--- config.mk ---
export PLATFORM = sky130hd
export DESIGN_NAME = rcpo_top
export DESIGN_NICKNAME = d
export VERILOG_FILES = /design/src/hdl/rcpo_pkg.sv /design/src/hdl/rcpo_regs_if.sv /design/src/hdl/rcpo_reg_file.sv /design/src/hdl/rcpo_override_mux.sv /design/src/hdl/rcpo_top.sv
export VERILOG_INCLUDE_DIRS = /design/src /design/src/hdl
export SDC_FILE = /design/constraint.sdc
export NUM_CORES = 1
export LEC_CHECK = 0
export BUFFER_PORTS_ARGS = -buffer_cell sky130_fd_sc_hd__buf_2
export CAP_MARGIN = 20
export CORE_ASPECT_RATIO = 0.8
export CORE_MARGIN = 5
export CORE_UTILIZATION = 25
export CTS_BUF_LIST = sky130_fd_sc_hd__clkbuf_4 sky130_fd_sc_hd__clkbuf_8
export CTS_CLUSTER_SIZE = 14
export DETAILED_ROUTE_END_ITERATION = 16
export PLACE_DENSITY = 0.54
export SKIP_CTS_REPAIR_TIMING = 1
export SYNTH_ARGS = -nofsm -noshare
export SYNTH_HDL_FRONTEND = slang
export SYNTH_SLANG_ARGS = --single-unit
--- constraint.sdc ---
create_clock -name clock -period 4.1 [get_ports clock]
set_input_delay 0.205 -clock clock [delete_from_list [all_inputs] [get_ports clock]]
set_output_delay 0.205 -clock clock [all_outputs]
set_load 0.01 [all_outputs]
--- src/hdl/rcpo_defines.svh ---
// Register offsets, field positions and reset values of the right-channel power override bank.
// Assumes an 8-bit control port with an 8-bit register address.
`ifndef RCPO_DEFINES_SVH
`define RCPO_DEFINES_SVH

`define RCPO_OVR_A_OFFSET    8'h26
`define RCPO_OVR_B_OFFSET    8'h27
`define RCPO_STATE_A_OFFSET  8'h28
`define RCPO_STATE_B_OFFSET  8'h29
`define RCPO_REG_RESET       8'h00

// Bank A fields
`define RCPO_A_DAC           4
`define RCPO_A_LINE_DRIVER   3
`define RCPO_A_LINE_BIAS     2
`define RCPO_A_CM_FEEDBACK   1
`define RCPO_A_OUTPUT_STAGE  0
// Bank B fields
`define RCPO_B_GAIN_CTRL     7
`define RCPO_B_ANALOG_MUTE   6
`define RCPO_B_DUMMY_MUTE    5
`define RCPO_B_OFFSET_CAL    3
`define RCPO_B_SHORT_PROT    2
`define RCPO_B_IMP_SENSE     1
`define RCPO_B_IMP_WHOLE     0

`endif

--- src/hdl/rcpo_pkg.sv ---
// Types shared by the right-channel power override bank.
// Assumes rcpo_defines.svh supplies all numeric constants.
package rcpo_pkg;
    typedef logic [7:0] rcpo_byte_type;
    // Bit order of the twelve sub-block controls on the analog side
    typedef struct packed {
        logic gainCtrl;
        logic analogMute;
        logic dummyMute;
        logic offsetCal;
        logic shortProt;
        logic impSense;
        logic impWhole;
        logic dac;
        logic lineDriver;
        logic lineBias;
        logic cmFeedback;
        logic outputStage;
    } rcpo_ctrl_type;
endpackage : rcpo_pkg

--- src/hdl/rcpo_regs_if.sv ---
// Carrier between the register file and the override mux.
// Assumes both ends run on the same clock.
interface rcpo_regs_if;
    logic [7:0] overrideA;  // Override enables, first bank
    logic [7:0] overrideB;  // Override enables, second bank
    logic [7:0] stateA;     // Forced states, first bank
    logic [7:0] stateB;     // Forced states, second bank
    modport source (output overrideA, overrideB, stateA, stateB);
    modport sink   (input  overrideA, overrideB, stateA, stateB);
endinterface : rcpo_regs_if

--- src/hdl/rcpo_reg_file.sv ---
// Four 8-bit read/write registers of the override bank.
// Assumes single-cycle write strobes from the control port.
`include "rcpo_defines.svh"
module rcpo_reg_file
(
    input  wire logic              clock,     // System clock
    input  wire logic              reset_n,   // Synchronous reset, active low
    input  wire logic              wrEn,      // Write strobe
    input  wire logic [7:0]        addr,      // Register address
    input  wire logic [7:0]        wrData,    // Write data
    rcpo_regs_if.source            regs       // Register contents
);
    import rcpo_pkg::*;

    rcpo_byte_type ovrA_q;
    rcpo_byte_type ovrB_q;
    rcpo_byte_type stA_q;
    rcpo_byte_type stB_q;

    // All eight bits store, reserved ones too, and clear on reset
    always_ff @(posedge clock)
    begin
        if (!reset_n)
        begin
            ovrA_q <= `RCPO_REG_RESET;
            ovrB_q <= `RCPO_REG_RESET;
            stA_q  <= `RCPO_REG_RESET;
            stB_q  <= `RCPO_REG_RESET;
        end
        else if (wrEn)
        begin
            unique case (addr)
                `RCPO_OVR_A_OFFSET:   ovrA_q <= wrData;
                `RCPO_OVR_B_OFFSET:   ovrB_q <= wrData;
                `RCPO_STATE_A_OFFSET: stA_q  <= wrData;
                `RCPO_STATE_B_OFFSET: stB_q  <= wrData;
                default: ;
            endcase
        end
    end

    assign regs.overrideA = ovrA_q;
    assign regs.overrideB = ovrB_q;
    assign regs.stateA    = stA_q;
    assign regs.stateB    = stB_q;
endmodule : rcpo_reg_file

--- src/hdl/rcpo_override_mux.sv ---
// Per-sub-block choice between the sequencer and the forced state.
// Assumes registered inputs; output is combinational, registered by the top.
`include "rcpo_defines.svh"
module rcpo_override_mux
(
    rcpo_regs_if.sink                    regs,     // Register contents
    input  wire rcpo_pkg::rcpo_ctrl_type autoCtrl, // Sequencer power-up levels
    output      rcpo_pkg::rcpo_ctrl_type muxCtrl   // Level to drive to analog
);
    import rcpo_pkg::*;

    rcpo_ctrl_type ovr;
    rcpo_ctrl_type st;

    // Gather enables and states into the analog bit order
    assign ovr = {regs.overrideB[`RCPO_B_GAIN_CTRL], regs.overrideB[`RCPO_B_ANALOG_MUTE],
                  regs.overrideB[`RCPO_B_DUMMY_MUTE], regs.overrideB[`RCPO_B_OFFSET_CAL],
                  regs.overrideB[`RCPO_B_SHORT_PROT], regs.overrideB[`RCPO_B_IMP_SENSE],
                  regs.overrideB[`RCPO_B_IMP_WHOLE], regs.overrideA[`RCPO_A_DAC],
                  regs.overrideA[`RCPO_A_LINE_DRIVER], regs.overrideA[`RCPO_A_LINE_BIAS],
                  regs.overrideA[`RCPO_A_CM_FEEDBACK], regs.overrideA[`RCPO_A_OUTPUT_STAGE]};
    assign st  = {regs.stateB[`RCPO_B_GAIN_CTRL], regs.stateB[`RCPO_B_ANALOG_MUTE],
                  regs.stateB[`RCPO_B_DUMMY_MUTE], regs.stateB[`RCPO_B_OFFSET_CAL],
                  regs.stateB[`RCPO_B_SHORT_PROT], regs.stateB[`RCPO_B_IMP_SENSE],
                  regs.stateB[`RCPO_B_IMP_WHOLE], regs.stateA[`RCPO_A_DAC],
                  regs.stateA[`RCPO_A_LINE_DRIVER], regs.stateA[`RCPO_A_LINE_BIAS],
                  regs.stateA[`RCPO_A_CM_FEEDBACK], regs.stateA[`RCPO_A_OUTPUT_STAGE]};

    // Enable 1 takes the forced state, 0 leaves the sequencer in charge
    genvar i;
    generate
        for (i = 0; i < 12; i++)
        begin : g_sel
            assign muxCtrl[i] = ovr[i] ? st[i] : autoCtrl[i];
        end
    endgenerate
endmodule : rcpo_override_mux

--- src/hdl/rcpo_top.sv ---
// Right-channel analog power override bank with its control-port access.
// Assumes a synchronous byte control port: one write or read strobe per cycle.
`include "rcpo_defines.svh"
module rcpo_top
(
    input  wire logic                   clock,      // 125 MHz system clock
    input  wire logic                   reset_n,    // Synchronous reset, active low
    input  wire logic                   wrEn,       // Control-port write strobe
    input  wire logic                   rdEn,       // Control-port read strobe
    input  wire logic [7:0]             addr,       // Register address
    input  wire logic [7:0]             wrData,     // Write data
    output      logic [7:0]             rdData,     // Read data, one cycle after rdEn
    output      logic                   rdValid,    // Read data valid pulse
    input  wire rcpo_pkg::rcpo_ctrl_type autoCtrl,  // Sequencer levels, 1 = power up
    output      rcpo_pkg::rcpo_ctrl_type powerCtrl  // Levels to analog, 1 = power up
);
    import rcpo_pkg::*;

    rcpo_regs_if   regs ();
    rcpo_ctrl_type muxCtrl;
    rcpo_byte_type rdData_d;

    rcpo_reg_file u_reg_file
    (
        .clock   (clock),
        .reset_n (reset_n),
        .wrEn    (wrEn),
        .addr    (addr),
        .wrData  (wrData),
        .regs    (regs.source)
    );

    rcpo_override_mux u_mux
    (
        .regs     (regs.sink),
        .autoCtrl (autoCtrl),
        .muxCtrl  (muxCtrl)
    );

    // Read decode; unmapped addresses read zero
    always_comb
    begin
        unique case (addr)
            `RCPO_OVR_A_OFFSET:   rdData_d = regs.overrideA;
            `RCPO_OVR_B_OFFSET:   rdData_d = regs.overrideB;
            `RCPO_STATE_A_OFFSET: rdData_d = regs.stateA;
            `RCPO_STATE_B_OFFSET: rdData_d = regs.stateB;
            default:              rdData_d = 8'h00;
        endcase
    end

    // Read port registered so outputs come from flops
    always_ff @(posedge clock)
    begin
        if (!reset_n)
        begin
            rdData  <= 8'h00;
            rdValid <= 1'b0;
        end
        else
        begin
            rdValid <= rdEn;
            if (rdEn)
                rdData <= rdData_d;
        end
    end

    // Analog controls registered: one cycle of latency avoids glitches into analog
    always_ff @(posedge clock)
    begin
        if (!reset_n)
            powerCtrl <= '0;
        else
            powerCtrl <= muxCtrl;
    end

    // Analog mute follows forced state under override
    mute_force_a: assert property (@(posedge clock) disable iff (!reset_n)
        regs.overrideB[6] |=> powerCtrl.analogMute == $past(regs.stateB[6]))
        else $error("analog mute override not applied");
    mute_state_a: assert property (@(posedge clock) disable iff (!reset_n)
        regs.overrideB[6] && !regs.stateB[6] |=> !powerCtrl.analogMute)
        else $error("forced mute power down not seen");
    short_force_a: assert property (@(posedge clock) disable iff (!reset_n)
        regs.overrideB[2] |=> powerCtrl.shortProt == $past(regs.stateB[2]))
        else $error("short protection override not applied");
    whole_force_a: assert property (@(posedge clock) disable iff (!reset_n)
        regs.overrideB[0] |=> powerCtrl.impWhole == $past(regs.stateB[0]))
        else $error("whole sense override not applied");
    ofs_force_a: assert property (@(posedge clock) disable iff (!reset_n)
        regs.overrideB[3] |=> powerCtrl.offsetCal == $past(regs.stateB[3]))
        else $error("offset calibration override not applied");
    dac_auto_a: assert property (@(posedge clock) disable iff (!reset_n)
        !regs.overrideA[4] |=> powerCtrl.dac == $past(autoCtrl.dac))
        else $error("dac not following sequencer");
    out_force_a: assert property (@(posedge clock) disable iff (!reset_n)
        regs.overrideA[0] |=> powerCtrl.outputStage == $past(regs.stateA[0]))
        else $error("output stage override not applied");
    write_back_a: assert property (@(posedge clock) disable iff (!reset_n)
        wrEn && addr == `RCPO_OVR_A_OFFSET |=> regs.overrideA == $past(wrData))
        else $error("override bank A write lost");
    write_state_a: assert property (@(posedge clock) disable iff (!reset_n)
        wrEn && addr == `RCPO_STATE_B_OFFSET ##1 rdEn && addr == `RCPO_STATE_B_OFFSET
        |=> rdData == $past(wrData, 2))
        else $error("state bank B readback mismatch");
    reset_zero_a: assert property (@(posedge clock)
        !reset_n |=> regs.overrideA == 8'h00 && regs.stateB == 8'h00 && powerCtrl == '0)
        else $error("reset values not zero");
    gain_bit_a: assert property (@(posedge clock) disable iff (!reset_n)
        regs.overrideB[7] |=> powerCtrl.gainCtrl == $past(regs.stateB[7]))
        else $error("gain control override not applied");
    line_state_a: assert property (@(posedge clock) disable iff (!reset_n)
        regs.overrideA[3] |=> powerCtrl.lineDriver == $past(regs.stateA[3]))
        else $error("line driver override not applied");

    // Forced state reaches the remaining sub-blocks while their override is set
    dac_force_a: assert property (@(posedge clock) disable iff (!reset_n)
        regs.overrideA[`RCPO_A_DAC]
        |=> powerCtrl.dac == $past(regs.stateA[`RCPO_A_DAC]))
        else $error("dac override not applied");

    bias_force_a: assert property (@(posedge clock) disable iff (!reset_n)
        regs.overrideA[`RCPO_A_LINE_BIAS]
        |=> powerCtrl.lineBias == $past(regs.stateA[`RCPO_A_LINE_BIAS]))
        else $error("line bias override not applied");

    cmfb_force_a: assert property (@(posedge clock) disable iff (!reset_n)
        regs.overrideA[`RCPO_A_CM_FEEDBACK]
        |=> powerCtrl.cmFeedback == $past(regs.stateA[`RCPO_A_CM_FEEDBACK]))
        else $error("feedback override not applied");

    dummy_force_a: assert property (@(posedge clock) disable iff (!reset_n)
        regs.overrideB[`RCPO_B_DUMMY_MUTE]
        |=> powerCtrl.dummyMute == $past(regs.stateB[`RCPO_B_DUMMY_MUTE]))
        else $error("dummy mute override not applied");

    sense_force_a: assert property (@(posedge clock) disable iff (!reset_n)
        regs.overrideB[`RCPO_B_IMP_SENSE]
        |=> powerCtrl.impSense == $past(regs.stateB[`RCPO_B_IMP_SENSE]))
        else $error("impedance sense override not applied");

    // Clear enables on the first bank leave the sequencer in charge
    line_auto_a: assert property (@(posedge clock) disable iff (!reset_n)
        !regs.overrideA[`RCPO_A_LINE_DRIVER]
        |=> powerCtrl.lineDriver == $past(autoCtrl.lineDriver))
        else $error("line driver not following sequencer");

    bias_auto_a: assert property (@(posedge clock) disable iff (!reset_n)
        !regs.overrideA[`RCPO_A_LINE_BIAS]
        |=> powerCtrl.lineBias == $past(autoCtrl.lineBias))
        else $error("line bias not following sequencer");

    cmfb_auto_a: assert property (@(posedge clock) disable iff (!reset_n)
        !regs.overrideA[`RCPO_A_CM_FEEDBACK]
        |=> powerCtrl.cmFeedback == $past(autoCtrl.cmFeedback))
        else $error("feedback not following sequencer");

    out_auto_a: assert property (@(posedge clock) disable iff (!reset_n)
        !regs.overrideA[`RCPO_A_OUTPUT_STAGE]
        |=> powerCtrl.outputStage == $past(autoCtrl.outputStage))
        else $error("output stage not following sequencer");

    // Clear enables on the second bank leave the sequencer in charge
    gain_auto_a: assert property (@(posedge clock) disable iff (!reset_n)
        !regs.overrideB[`RCPO_B_GAIN_CTRL]
        |=> powerCtrl.gainCtrl == $past(autoCtrl.gainCtrl))
        else $error("gain control not following sequencer");

    mute_auto_a: assert property (@(posedge clock) disable iff (!reset_n)
        !regs.overrideB[`RCPO_B_ANALOG_MUTE]
        |=> powerCtrl.analogMute == $past(autoCtrl.analogMute))
        else $error("analog mute not following sequencer");

    dummy_auto_a: assert property (@(posedge clock) disable iff (!reset_n)
        !regs.overrideB[`RCPO_B_DUMMY_MUTE]
        |=> powerCtrl.dummyMute == $past(autoCtrl.dummyMute))
        else $error("dummy mute not following sequencer");

    ofs_auto_a: assert property (@(posedge clock) disable iff (!reset_n)
        !regs.overrideB[`RCPO_B_OFFSET_CAL]
        |=> powerCtrl.offsetCal == $past(autoCtrl.offsetCal))
        else $error("offset calibration not following sequencer");

    short_auto_a: assert property (@(posedge clock) disable iff (!reset_n)
        !regs.overrideB[`RCPO_B_SHORT_PROT]
        |=> powerCtrl.shortProt == $past(autoCtrl.shortProt))
        else $error("short protection not following sequencer");

    sense_auto_a: assert property (@(posedge clock) disable iff (!reset_n)
        !regs.overrideB[`RCPO_B_IMP_SENSE]
        |=> powerCtrl.impSense == $past(autoCtrl.impSense))
        else $error("impedance sense not following sequencer");

    whole_auto_a: assert property (@(posedge clock) disable iff (!reset_n)
        !regs.overrideB[`RCPO_B_IMP_WHOLE]
        |=> powerCtrl.impWhole == $past(autoCtrl.impWhole))
        else $error("whole sense not following sequencer");

    // Each mapped write lands whole, reserved bits too; nothing else moves a register
    write_ovrb_a: assert property (@(posedge clock) disable iff (!reset_n)
        wrEn && addr == `RCPO_OVR_B_OFFSET
        |=> regs.overrideB == $past(wrData))
        else $error("override bank B write lost");

    write_sta_a: assert property (@(posedge clock) disable iff (!reset_n)
        wrEn && addr == `RCPO_STATE_A_OFFSET
        |=> regs.stateA == $past(wrData))
        else $error("state bank A write lost");

    write_stb_a: assert property (@(posedge clock) disable iff (!reset_n)
        wrEn && addr == `RCPO_STATE_B_OFFSET
        |=> regs.stateB == $past(wrData))
        else $error("state bank B write lost");

    write_hold_a: assert property (@(posedge clock) disable iff (!reset_n)
        !wrEn
        |=> $stable({regs.overrideA, regs.overrideB, regs.stateA, regs.stateB}))
        else $error("register changed without a write");

    write_unmapped_a: assert property (@(posedge clock) disable iff (!reset_n)
        wrEn && !(addr inside {[`RCPO_OVR_A_OFFSET:`RCPO_STATE_B_OFFSET]})
        |=> $stable({regs.overrideA, regs.overrideB, regs.stateA, regs.stateB}))
        else $error("unmapped write changed a register");

    // A read straight after a write returns the new value
    ovra_readback_a: assert property (@(posedge clock) disable iff (!reset_n)
        wrEn && addr == `RCPO_OVR_A_OFFSET ##1 rdEn && addr == `RCPO_OVR_A_OFFSET
        |=> rdData == $past(wrData, 2))
        else $error("override bank A readback mismatch");

    ovrb_readback_a: assert property (@(posedge clock) disable iff (!reset_n)
        wrEn && addr == `RCPO_OVR_B_OFFSET ##1 rdEn && addr == `RCPO_OVR_B_OFFSET
        |=> rdData == $past(wrData, 2))
        else $error("override bank B readback mismatch");

    sta_readback_a: assert property (@(posedge clock) disable iff (!reset_n)
        wrEn && addr == `RCPO_STATE_A_OFFSET ##1 rdEn && addr == `RCPO_STATE_A_OFFSET
        |=> rdData == $past(wrData, 2))
        else $error("state bank A readback mismatch");

    // Read strobe answered by a one-cycle valid; data holds between reads
    read_valid_a: assert property (@(posedge clock) disable iff (!reset_n)
        rdEn
        |=> rdValid)
        else $error("read strobe not answered");

    read_pulse_a: assert property (@(posedge clock) disable iff (!reset_n)
        !rdEn
        |=> !rdValid)
        else $error("read valid without a strobe");

    read_hold_a: assert property (@(posedge clock) disable iff (!reset_n)
        !rdEn
        |=> $stable(rdData))
        else $error("read data moved without a read");

    // Reads return the addressed register as it stood before the edge
    read_ovra_a: assert property (@(posedge clock) disable iff (!reset_n)
        rdEn && addr == `RCPO_OVR_A_OFFSET
        |=> rdData == $past(regs.overrideA))
        else $error("override bank A read wrong");

    read_ovrb_a: assert property (@(posedge clock) disable iff (!reset_n)
        rdEn && addr == `RCPO_OVR_B_OFFSET
        |=> rdData == $past(regs.overrideB))
        else $error("override bank B read wrong");

    read_sta_a: assert property (@(posedge clock) disable iff (!reset_n)
        rdEn && addr == `RCPO_STATE_A_OFFSET
        |=> rdData == $past(regs.stateA))
        else $error("state bank A read wrong");

    read_stb_a: assert property (@(posedge clock) disable iff (!reset_n)
        rdEn && addr == `RCPO_STATE_B_OFFSET
        |=> rdData == $past(regs.stateB))
        else $error("state bank B read wrong");

    read_unmapped_a: assert property (@(posedge clock) disable iff (!reset_n)
        rdEn && !(addr inside {[`RCPO_OVR_A_OFFSET:`RCPO_STATE_B_OFFSET]})
        |=> rdData == 8'h00)
        else $error("unmapped read not zero");

    // Reset clears the rest of the bank and the read port; release hands back to the sequencer
    reset_rest_a: assert property (@(posedge clock)
        !reset_n
        |=> regs.overrideB == `RCPO_REG_RESET && regs.stateA == `RCPO_REG_RESET && !rdValid)
        else $error("bank or read port not cleared by reset");

    reset_auto_a: assert property (@(posedge clock)
        !reset_n ##1 reset_n
        |=> powerCtrl == $past(autoCtrl) && rdData == 8'h00)
        else $error("sequencer not in charge after reset");
endmodule : rcpo_top

# Word-level counts from Yosys, hierarchy flattened
# Cells that the tools add are included.
# totals
n_memories,0
latch_bits,0
mem_bits_ro,0
ramBits,0
ff_bits,53
# op_classes
mux,13
n_lt_le_gt_ge,0
n_shift,0
bitwise,0
div_mod_pow,0
n_reduce_logical,4
multipliers,0
n_eq_ne,4
add_sub_neg,0
# ops
operator,n
8-bit by 6-bit == test with 1-bit output (second input constant),4
8-bit case mux with 4 select lines,1
1-bit two-way mux,12
2-bit AND reduction,4

# Logic depth before layout (Yosys ltp)
# Gate-level depths: netlist of run 1.
# logic_depth
word_depth,2
mapped_depth,5
mapped_depth_nobuf,3

# Modules after synthesis
# A second synthesis of run 1 with hierarchy kept.
# unflattened
hier_cells,208
area_unflattened_um2,2275.9
# by_module_without_submodules
mod,area_per_inst_um2,seq_area_each_um2,n_inst,cells_per_inst
rcpo_reg_file,1223.7,640.6,1,119
rcpo_top,872.1,420.4,1,77
rcpo_override_mux,180.2,0.0,1,12

# Worst setup path after synthesis of run 1
# No wires, ideal clock.
# synth_path
path_type,input -> register
start,in addr[4]
end,reg u_reg_file.stA_q[1] (netlist: u_reg_file.regs.stateA[1])
path_buffers,2
slack_ns,2.386
stages,5
required_time_ns,3.980
t_arrival_ns,1.594
cell_sequence,or4b_1 -> buf_2 -> or4_4 -> buf_6 -> mux2i_1
# synth_between
elab_chain_cells,2
# synth_lines
item,line,rtl
start: declaration,rcpo_top.sv:10,"input wire logic [7:0] addr,"
8-bit by 6-bit == test with 1-bit output,rcpo_reg_file.sv:32,unique case (addr)
2-bit AND reduction (no source line),-,
end signal: assignment,rcpo_reg_file.sv:27,stA_q <= `RCPO_REG_RESET;
end signal: assignment,rcpo_reg_file.sv:35,`RCPO_STATE_A_OFFSET: stA_q <= wrData;
end: declaration,rcpo_reg_file.sv:17,rcpo_byte_type stA_q;
# No other way between the ends.
# A chain may end at the register's enable or synchronous reset.

# Final worst setup path of run 1
# layout_path
start,in addr[4]
end,reg u_reg_file.ovrB_q[6] (netlist: u_reg_file.regs.overrideB[6])
# layout_between
elab_chain_cells,2
# layout_lines
item,line,rtl
8-bit by 6-bit == test with 1-bit output,rcpo_reg_file.sv:32,
2-bit AND reduction (no source line),-,
end signal: assignment,rcpo_reg_file.sv:26,ovrB_q <= `RCPO_REG_RESET;
end signal: assignment,rcpo_reg_file.sv:34,`RCPO_OVR_B_OFFSET: ovrB_q <= wrData;
end: declaration,rcpo_reg_file.sv:16,rcpo_byte_type ovrB_q;
# No other way between the ends.

==> metrics, run 1 <==
clock buffer count from CTS 5; clock share of power 0.387; RSZ-0062 raised after global routing no; IO buf count 52; top-count cell post-synth mux2i_1; area leader, netlist dfxtp_1; internal power around 0.00075 W; largest family of logic cells by synthesized area multiplexers; Main synth FF type dfxtp_1; die width 114 um; drt pass-1 iters 3; drt total wl 5050 um; GR Overflow Total 0; Synth Area in Simple Gates 0.148; PD cells 363 mW/mm2; startpoint class of the critical path input pin; clk buf depth 2; Top-Level Pins 53; Worst EP required 4.34 ns; Async S/R FF share, synth 0; synthesized area per cell 10.5 um2; fmax 577 MHz; DP HPWL 3650 um; Final setup viols 0; CP peak stage delay 0.74 ns; Worst path slowest cell nor3_2; Hold Crit Depth 2; sw power slightly above 0.0002 W; placed instance area 0.00251 mm2; peak supply drop roughly 0.13 mV; P&R area growth vs syn 21.4%; CORE AREA 0.00848 mm2; Final Hold Fails 0; Seq/Total Area, Yosys 0.489; pin count of the biggest net entering global routing 39; register cell area after layout 0.00106 mm2; Seq pwr share 0.547; sw frac 0.211; mux contribution to synthesized area 0.277; compound-gate portion of the synthesized area 0.0554; first-pass GRT wire length 7980 um; Post-Synth XOR/XNOR Area 0; Yosys top cell area share 0.489; Placed Cells 358; total of max-cap violations 0; number of synthesized flops with an enable pin 0; Tightest Pin Transition 0.857 ns; WL per Instance 13.8 um; final setup TNS 0 ns; Initial Util 0.256; leakage power between 1 and 1.5 nW; Logic pwr share 0.066; RD Place Congestion 0.690; Filler cells 897; worst skew pair latency 0.31 ns; warnings from Yosys 0; chain of cells forming the critical path buf_2 > or4b_1 > nor3_2 > mux2i_1; Max Slew Vio Count 0; root buf cell clkbuf_8; syn_nets 239; share of cells above drive strength 1 0.256; vias in the first global route about 1,500; Critical Path End Type register; antenna violations before repair 0; ANT cells 0; CTS tree built; WP data arrival roughly 2 ns; detailed router's first-iteration violation count 73; status finished, final reports clean; cell row count 30; synthesis-stage register bit count 53; Slew headroom 0.425; final worst path period share 0.423; Hold Path Class in2reg; Layout Nets 285; fin crit period 1.73 ns; H-tree Lvls 2; via count 1,560; vias per cell between 4 and 5; gr usage total 0.0967; cell area after synthesis ~0.0022 mm2; number of distinct library cells after synthesis 20; Antenna Nets Post-Route 0; Final Cell Area 0.00263 mm2; clk sink count 53; Post-Synth Adder-Cell Area 0; CTS clk-pin slew, worst paths 0.09 ns; area of the die 0.0107 mm2; Max FO, Critical Path 8; Area contributors post-synth dfxtp_1 (49%), mux2i_1 (28%), nand2_1 (7.1%); Setup Skew 0.00799 ns; Crit Path Category in2reg; Final Core Density 0.310; Synth top cells by count mux2i_1 (60), dfxtp_1 (53), nand2_1 (41); die height 93.3 um; Post-Synthesis Cells 207; multi-input logic area approximately 0.0010 mm2; fin cells between 300 and 400; DRC viols 0; total chip power 0.000956 W; R2R depth 3
==> power by group through the flow <==
| stage | clock [W] | combinational [W] | sequential, W |
|---|---|---|---|
| after floorplan | 0 | 0.0000321 | 0.000539 |
| after global placement | 0 | 0.0000644 | 0.000535 |
| after detailed placement | 0 | 0.0000647 | 0.000535 |
| after CTS | 0.000385 | 0.0000650 | 0.000523 |
| after global routing | 0.000408 | 0.0000698 | 0.000524 |
| final | 0.000370 | 0.0000632 | 0.000523 |
==> cells in the final DEF (no fill, tap or decap), types with 6 or more instances in the layout <==
master / netlist / final
buf_2: 3 / 52
mux2i_1: 60 / 60
dfxtp_1: 53 / 53
nor2b_1: 13 / 13
a22o_1: 8 / 8
nand2_1: 41 / 41
clkbuf_8: 0 / 6
o22ai_1: 8 / 8
==> worst max-delay path: cells and delay by family <==
family                 cells  cell delay, ns
buffers and inverters      1            0.09
and+or+nand+nor            2            1.40
muxes                      1            0.27
==> final cells by class <==
class / count / area share
Clock inverter: 1 / 0.0114
Sequential cell: 53 / 0.403
Inverter: 1 / 0.00143
Multi-Input combinational cell: 139 / 0.395
Clock buffer: 7 / 0.0342
Tap cell: 112 / 0.0532
Timing Repair Buffer: 53 / 0.102
==> worst paths after layout <==
check                       startpoint                      endpoint  slack [ns]
max reg2reg  u_reg_file.regs.stateB[6]                     rdData[6]        3.12
min                               rdEn                       rdValid        0.13
min reg2reg  u_reg_file.regs.stateB[4]     u_reg_file.regs.stateB[4]        0.46
max                            addr[4]  u_reg_file.regs.overrideB[6]        2.37
==> flip-flops by register name (all words and copies together), names as in the netlist <==
register,cells
powerCtrl,12
rdData,8
rdValid,1
u_reg_file.regs.overrideA,8
u_reg_file.regs.overrideB,8
u_reg_file.regs.stateA,8
u_reg_file.regs.stateB,8
==> metrics by stage <==
stage / hold WS, ns / worst slack (ns)
2_1_floorplan: 0.343 / 2.39
3_3_place_gp: 0.442 / 2.08
3_5_place_dp: 0.445 / 2.04
4_1_cts: 0.126 / 2.38
5_1_grt: 0.134 / 2.29
6_report: 0.132 / 2.37
==> per-layer routing <==
metal,wire (um),up-vias,track usage
li1,-,808,-
met1,2490,707,0.134
met2,2080,37,0.137
met3,415,8,0.0369
met4,65,0,0.0326
met5,0,-,0
==> cell families after synthesis <==
kind of cell / Yosys count
compound gates: 16
buf+inv: 15
mux: 60
simple gates: 63
flops: 53
Note: power is estimated with default switching activity, not from simulation.
==> run 2, diff against run 1 <==
==> constraint.sdc (replaced) <==
create_clock -name clock -period 1.7 [get_ports clock]
set_input_delay 0.085 -clock clock [delete_from_list [all_inputs] [get_ports clock]]
set_output_delay 0.085 -clock clock [all_outputs]
set_load 0.01 [all_outputs]
==> run 2 against run 1 <==
- sequential cell count unchanged
- routed wire length increased by 4.3%
- die area unchanged
- largest power group unchanged
- sequential power increased by 140%
- first-iteration DRC count decreased by 22%
- via count increased by 2.5%
- clock skew increased by 0.0057 ns
- critical path type unchanged
- worst setup slack got worse by 2.0 ns
- highest routed layer unchanged
- clock-buffer cell count decreased by 2
- final area increased by 1.7%
- hold slack got worse by 0.12 ns
- non-clock buffer count increased by 8
==> metrics, run 2 (synthesized netlist as in run 1, its figures left out) <==
Top-Level Pins 53 (unchanged); gr usage total 0.101 (+0.00442); drt total wl 5260 um (+4.3%); Worst path slowest cell or4_4; final setup TNS 0 ns (unchanged); clk buf depth 2 (unchanged); setup ws final 0.319 ns (-2.05 ns); root buf cell clkbuf_8; DRC viols 0 (unchanged); clk sink count 53 (unchanged); Tightest Pin Transition 0.515 ns (-0.342 ns); CTS tree built; WL per Instance 14.1 um (+2.0%); met2 WL 2130 um (+2.4%); R2R depth 3 (unchanged); CORE AREA 0.00848 mm2 (unchanged); WP data arrival 1.57 ns (-0.40 ns); Max FO, Critical Path 8 (unchanged); metal1 wirelength 2740 um (+9.9%); fin crit period ~1.4 ns; CP bufs+invs 1 (unchanged); vias in the first global route 1,633 (+8.0%); Layout Nets 293 (+2.8%); ANT cells 0 (unchanged); vias per cell 4.28 (+0.31%); chain of cells forming the critical path buf_2 > or4b_1 > or4_4 > mux2i_1; hold_sp rdEn; Final setup viols 0 (unchanged); share of cells above drive strength 1 0.279 (+0.0227); RD Place Congestion 0.726 (+5.2%); worst reg2reg setup slack 0.76 ns (-2.36 ns); Worst EP required 1.89 ns (-2.45 ns); Reg-to-Reg End rdData[5]; Setup Skew 0.0137 ns (+0.00575 ns); total of max-cap violations 0 (unchanged); most frequent cells in the layout mux2i_1 (60), dfxtp_1 (53), buf_2 (52), nand2_1 (41), nor2b_1 (13); GR Overflow Total 0 (unchanged); post-place setup slack 0.0222 ns (-2.02 ns); max FFs per register 12 (unchanged); Hold Path Class in2reg; reg2reg start u_reg_file.regs.stateB[5]; Final Hold Fails 0 (unchanged); fmax just over 700 MHz; leakage power 1.18 nW (+2.4%); Hold Crit Depth 2 (unchanged); Critical Path End Type register; Top Metal Used met4; status finished, final reports clean; via count 1,599 (+2.5%); H-tree Lvls 2 (unchanged); cell row count 30 (unchanged); PD cells 803 mW/mm2 (+120%); clock buffer count from CTS 5 (unchanged); detailed router's first-iteration violation count 57 (-22%); antenna violations before repair 0 (unchanged); CTS clk-pin slew, worst paths 0.10 ns (about the same); first-pass GRT wire length 8410 um (+5.5%); CP peak stage delay 0.62 ns (-0.12 ns); drt pass-1 iters 4 (+1); DP HPWL 3830 um (+5.0%); die height 93.3 um (unchanged); Slew headroom 0.657 (+0.231); Max Slew Vio Count 0 (unchanged); area of the die 0.0107 mm2 (unchanged); most common cell after layout, fill and taps aside mux2i_1; startpoint class of the critical path input pin; die width 114 um (unchanged); P&R area growth vs syn 23.4%; largest register by flop count powerCtrl; final worst path period share 0.812; Top delay family on crit path simple AND/OR/NAND/NOR gates; IO buf count 52 (unchanged); Routed met3 length 350 um (-16%); pin count of the biggest net entering global routing 53 (+36%); worst skew pair latency 0.31 ns (about the same); Crit Path Category in2reg; Hold WS 0.0105 ns (-0.122 ns); Initial Util 0.256 (unchanged); RSZ-0062 raised after global routing no; worst hold endpoint rdValid; Antenna Nets Post-Route 0 (unchanged); peak supply drop 0.338 mV (+170%)
run 2: cell types whose count changed in the layout (fill, tap and decap cells not counted), sizes merged:
cell    change
bufinv      -1
clkinv      +3
clkbuf      -2
buf         +8
run 2: worst max-delay path by stage:
stage,depth (start not counted),startpoint,end,slack [ns]
2_1_floorplan,5,addr[4],u_reg_file.regs.stateA[1],0.11
3_3_place_gp,4,addr[4],u_reg_file.regs.stateA[3],0.05
3_5_place_dp,4,addr[4],u_reg_file.regs.stateA[6],0.02
4_1_cts,4,addr[4],u_reg_file.regs.stateA[6],0.34
5_1_grt,6,addr[4],u_reg_file.regs.overrideB[3],0.30
6_report,4,addr[4],u_reg_file.regs.stateA[6],0.32
run 2: power breakdown:
group / total (W) / internal, W / switching (W) / leakage (nW)
clock: 0.000729 / 0.000293 / 0.000435 / 0.0481
sequential: 0.00126 / 0.00126 / 0.00000366 / 0.430
combinational: 0.000160 / 0.0000700 / 0.0000898 / 0.698
total: 0.00215 / 0.00162 / 0.000529 / 1.18
run 2: layout make-up:
type | count | area, um2
clock buffer | 5 | 68.8
fill | 917 | 5810
inverter | 1 | 3.75
sequential | 53 | 1060
multi-input combinational | 139 | 1040
timing repair buffer | 61 | 340
clock inverter | 3 | 22.5
tap | 112 | 140
run 2: worst reg2reg max path: stages, from the launching register on:
cell and delay (ns):
dfxtp_1 0.40, mux2i_1 0.10, o22ai_1 0.25, a22o_1 0.16
run 2: through the flow:
step	util	power, W	cell area (um2)	std cells
after global placement	0.305	0.00145	2590	366
after global routing	0.316	0.00225	2680	374
final	0.316	0.00215	2680	374
after floorplan	-	0.00138	2170	207
after detailed placement	0.305	0.00145	2590	366
after CTS	0.316	0.00219	2680	374
run 2: layer usage:
layer,global-route usage,up-vias
li1,-,826
met1,0.140,734
met2,0.149,35
met3,0.0336,4
met4,0.0297,0
met5,0,-
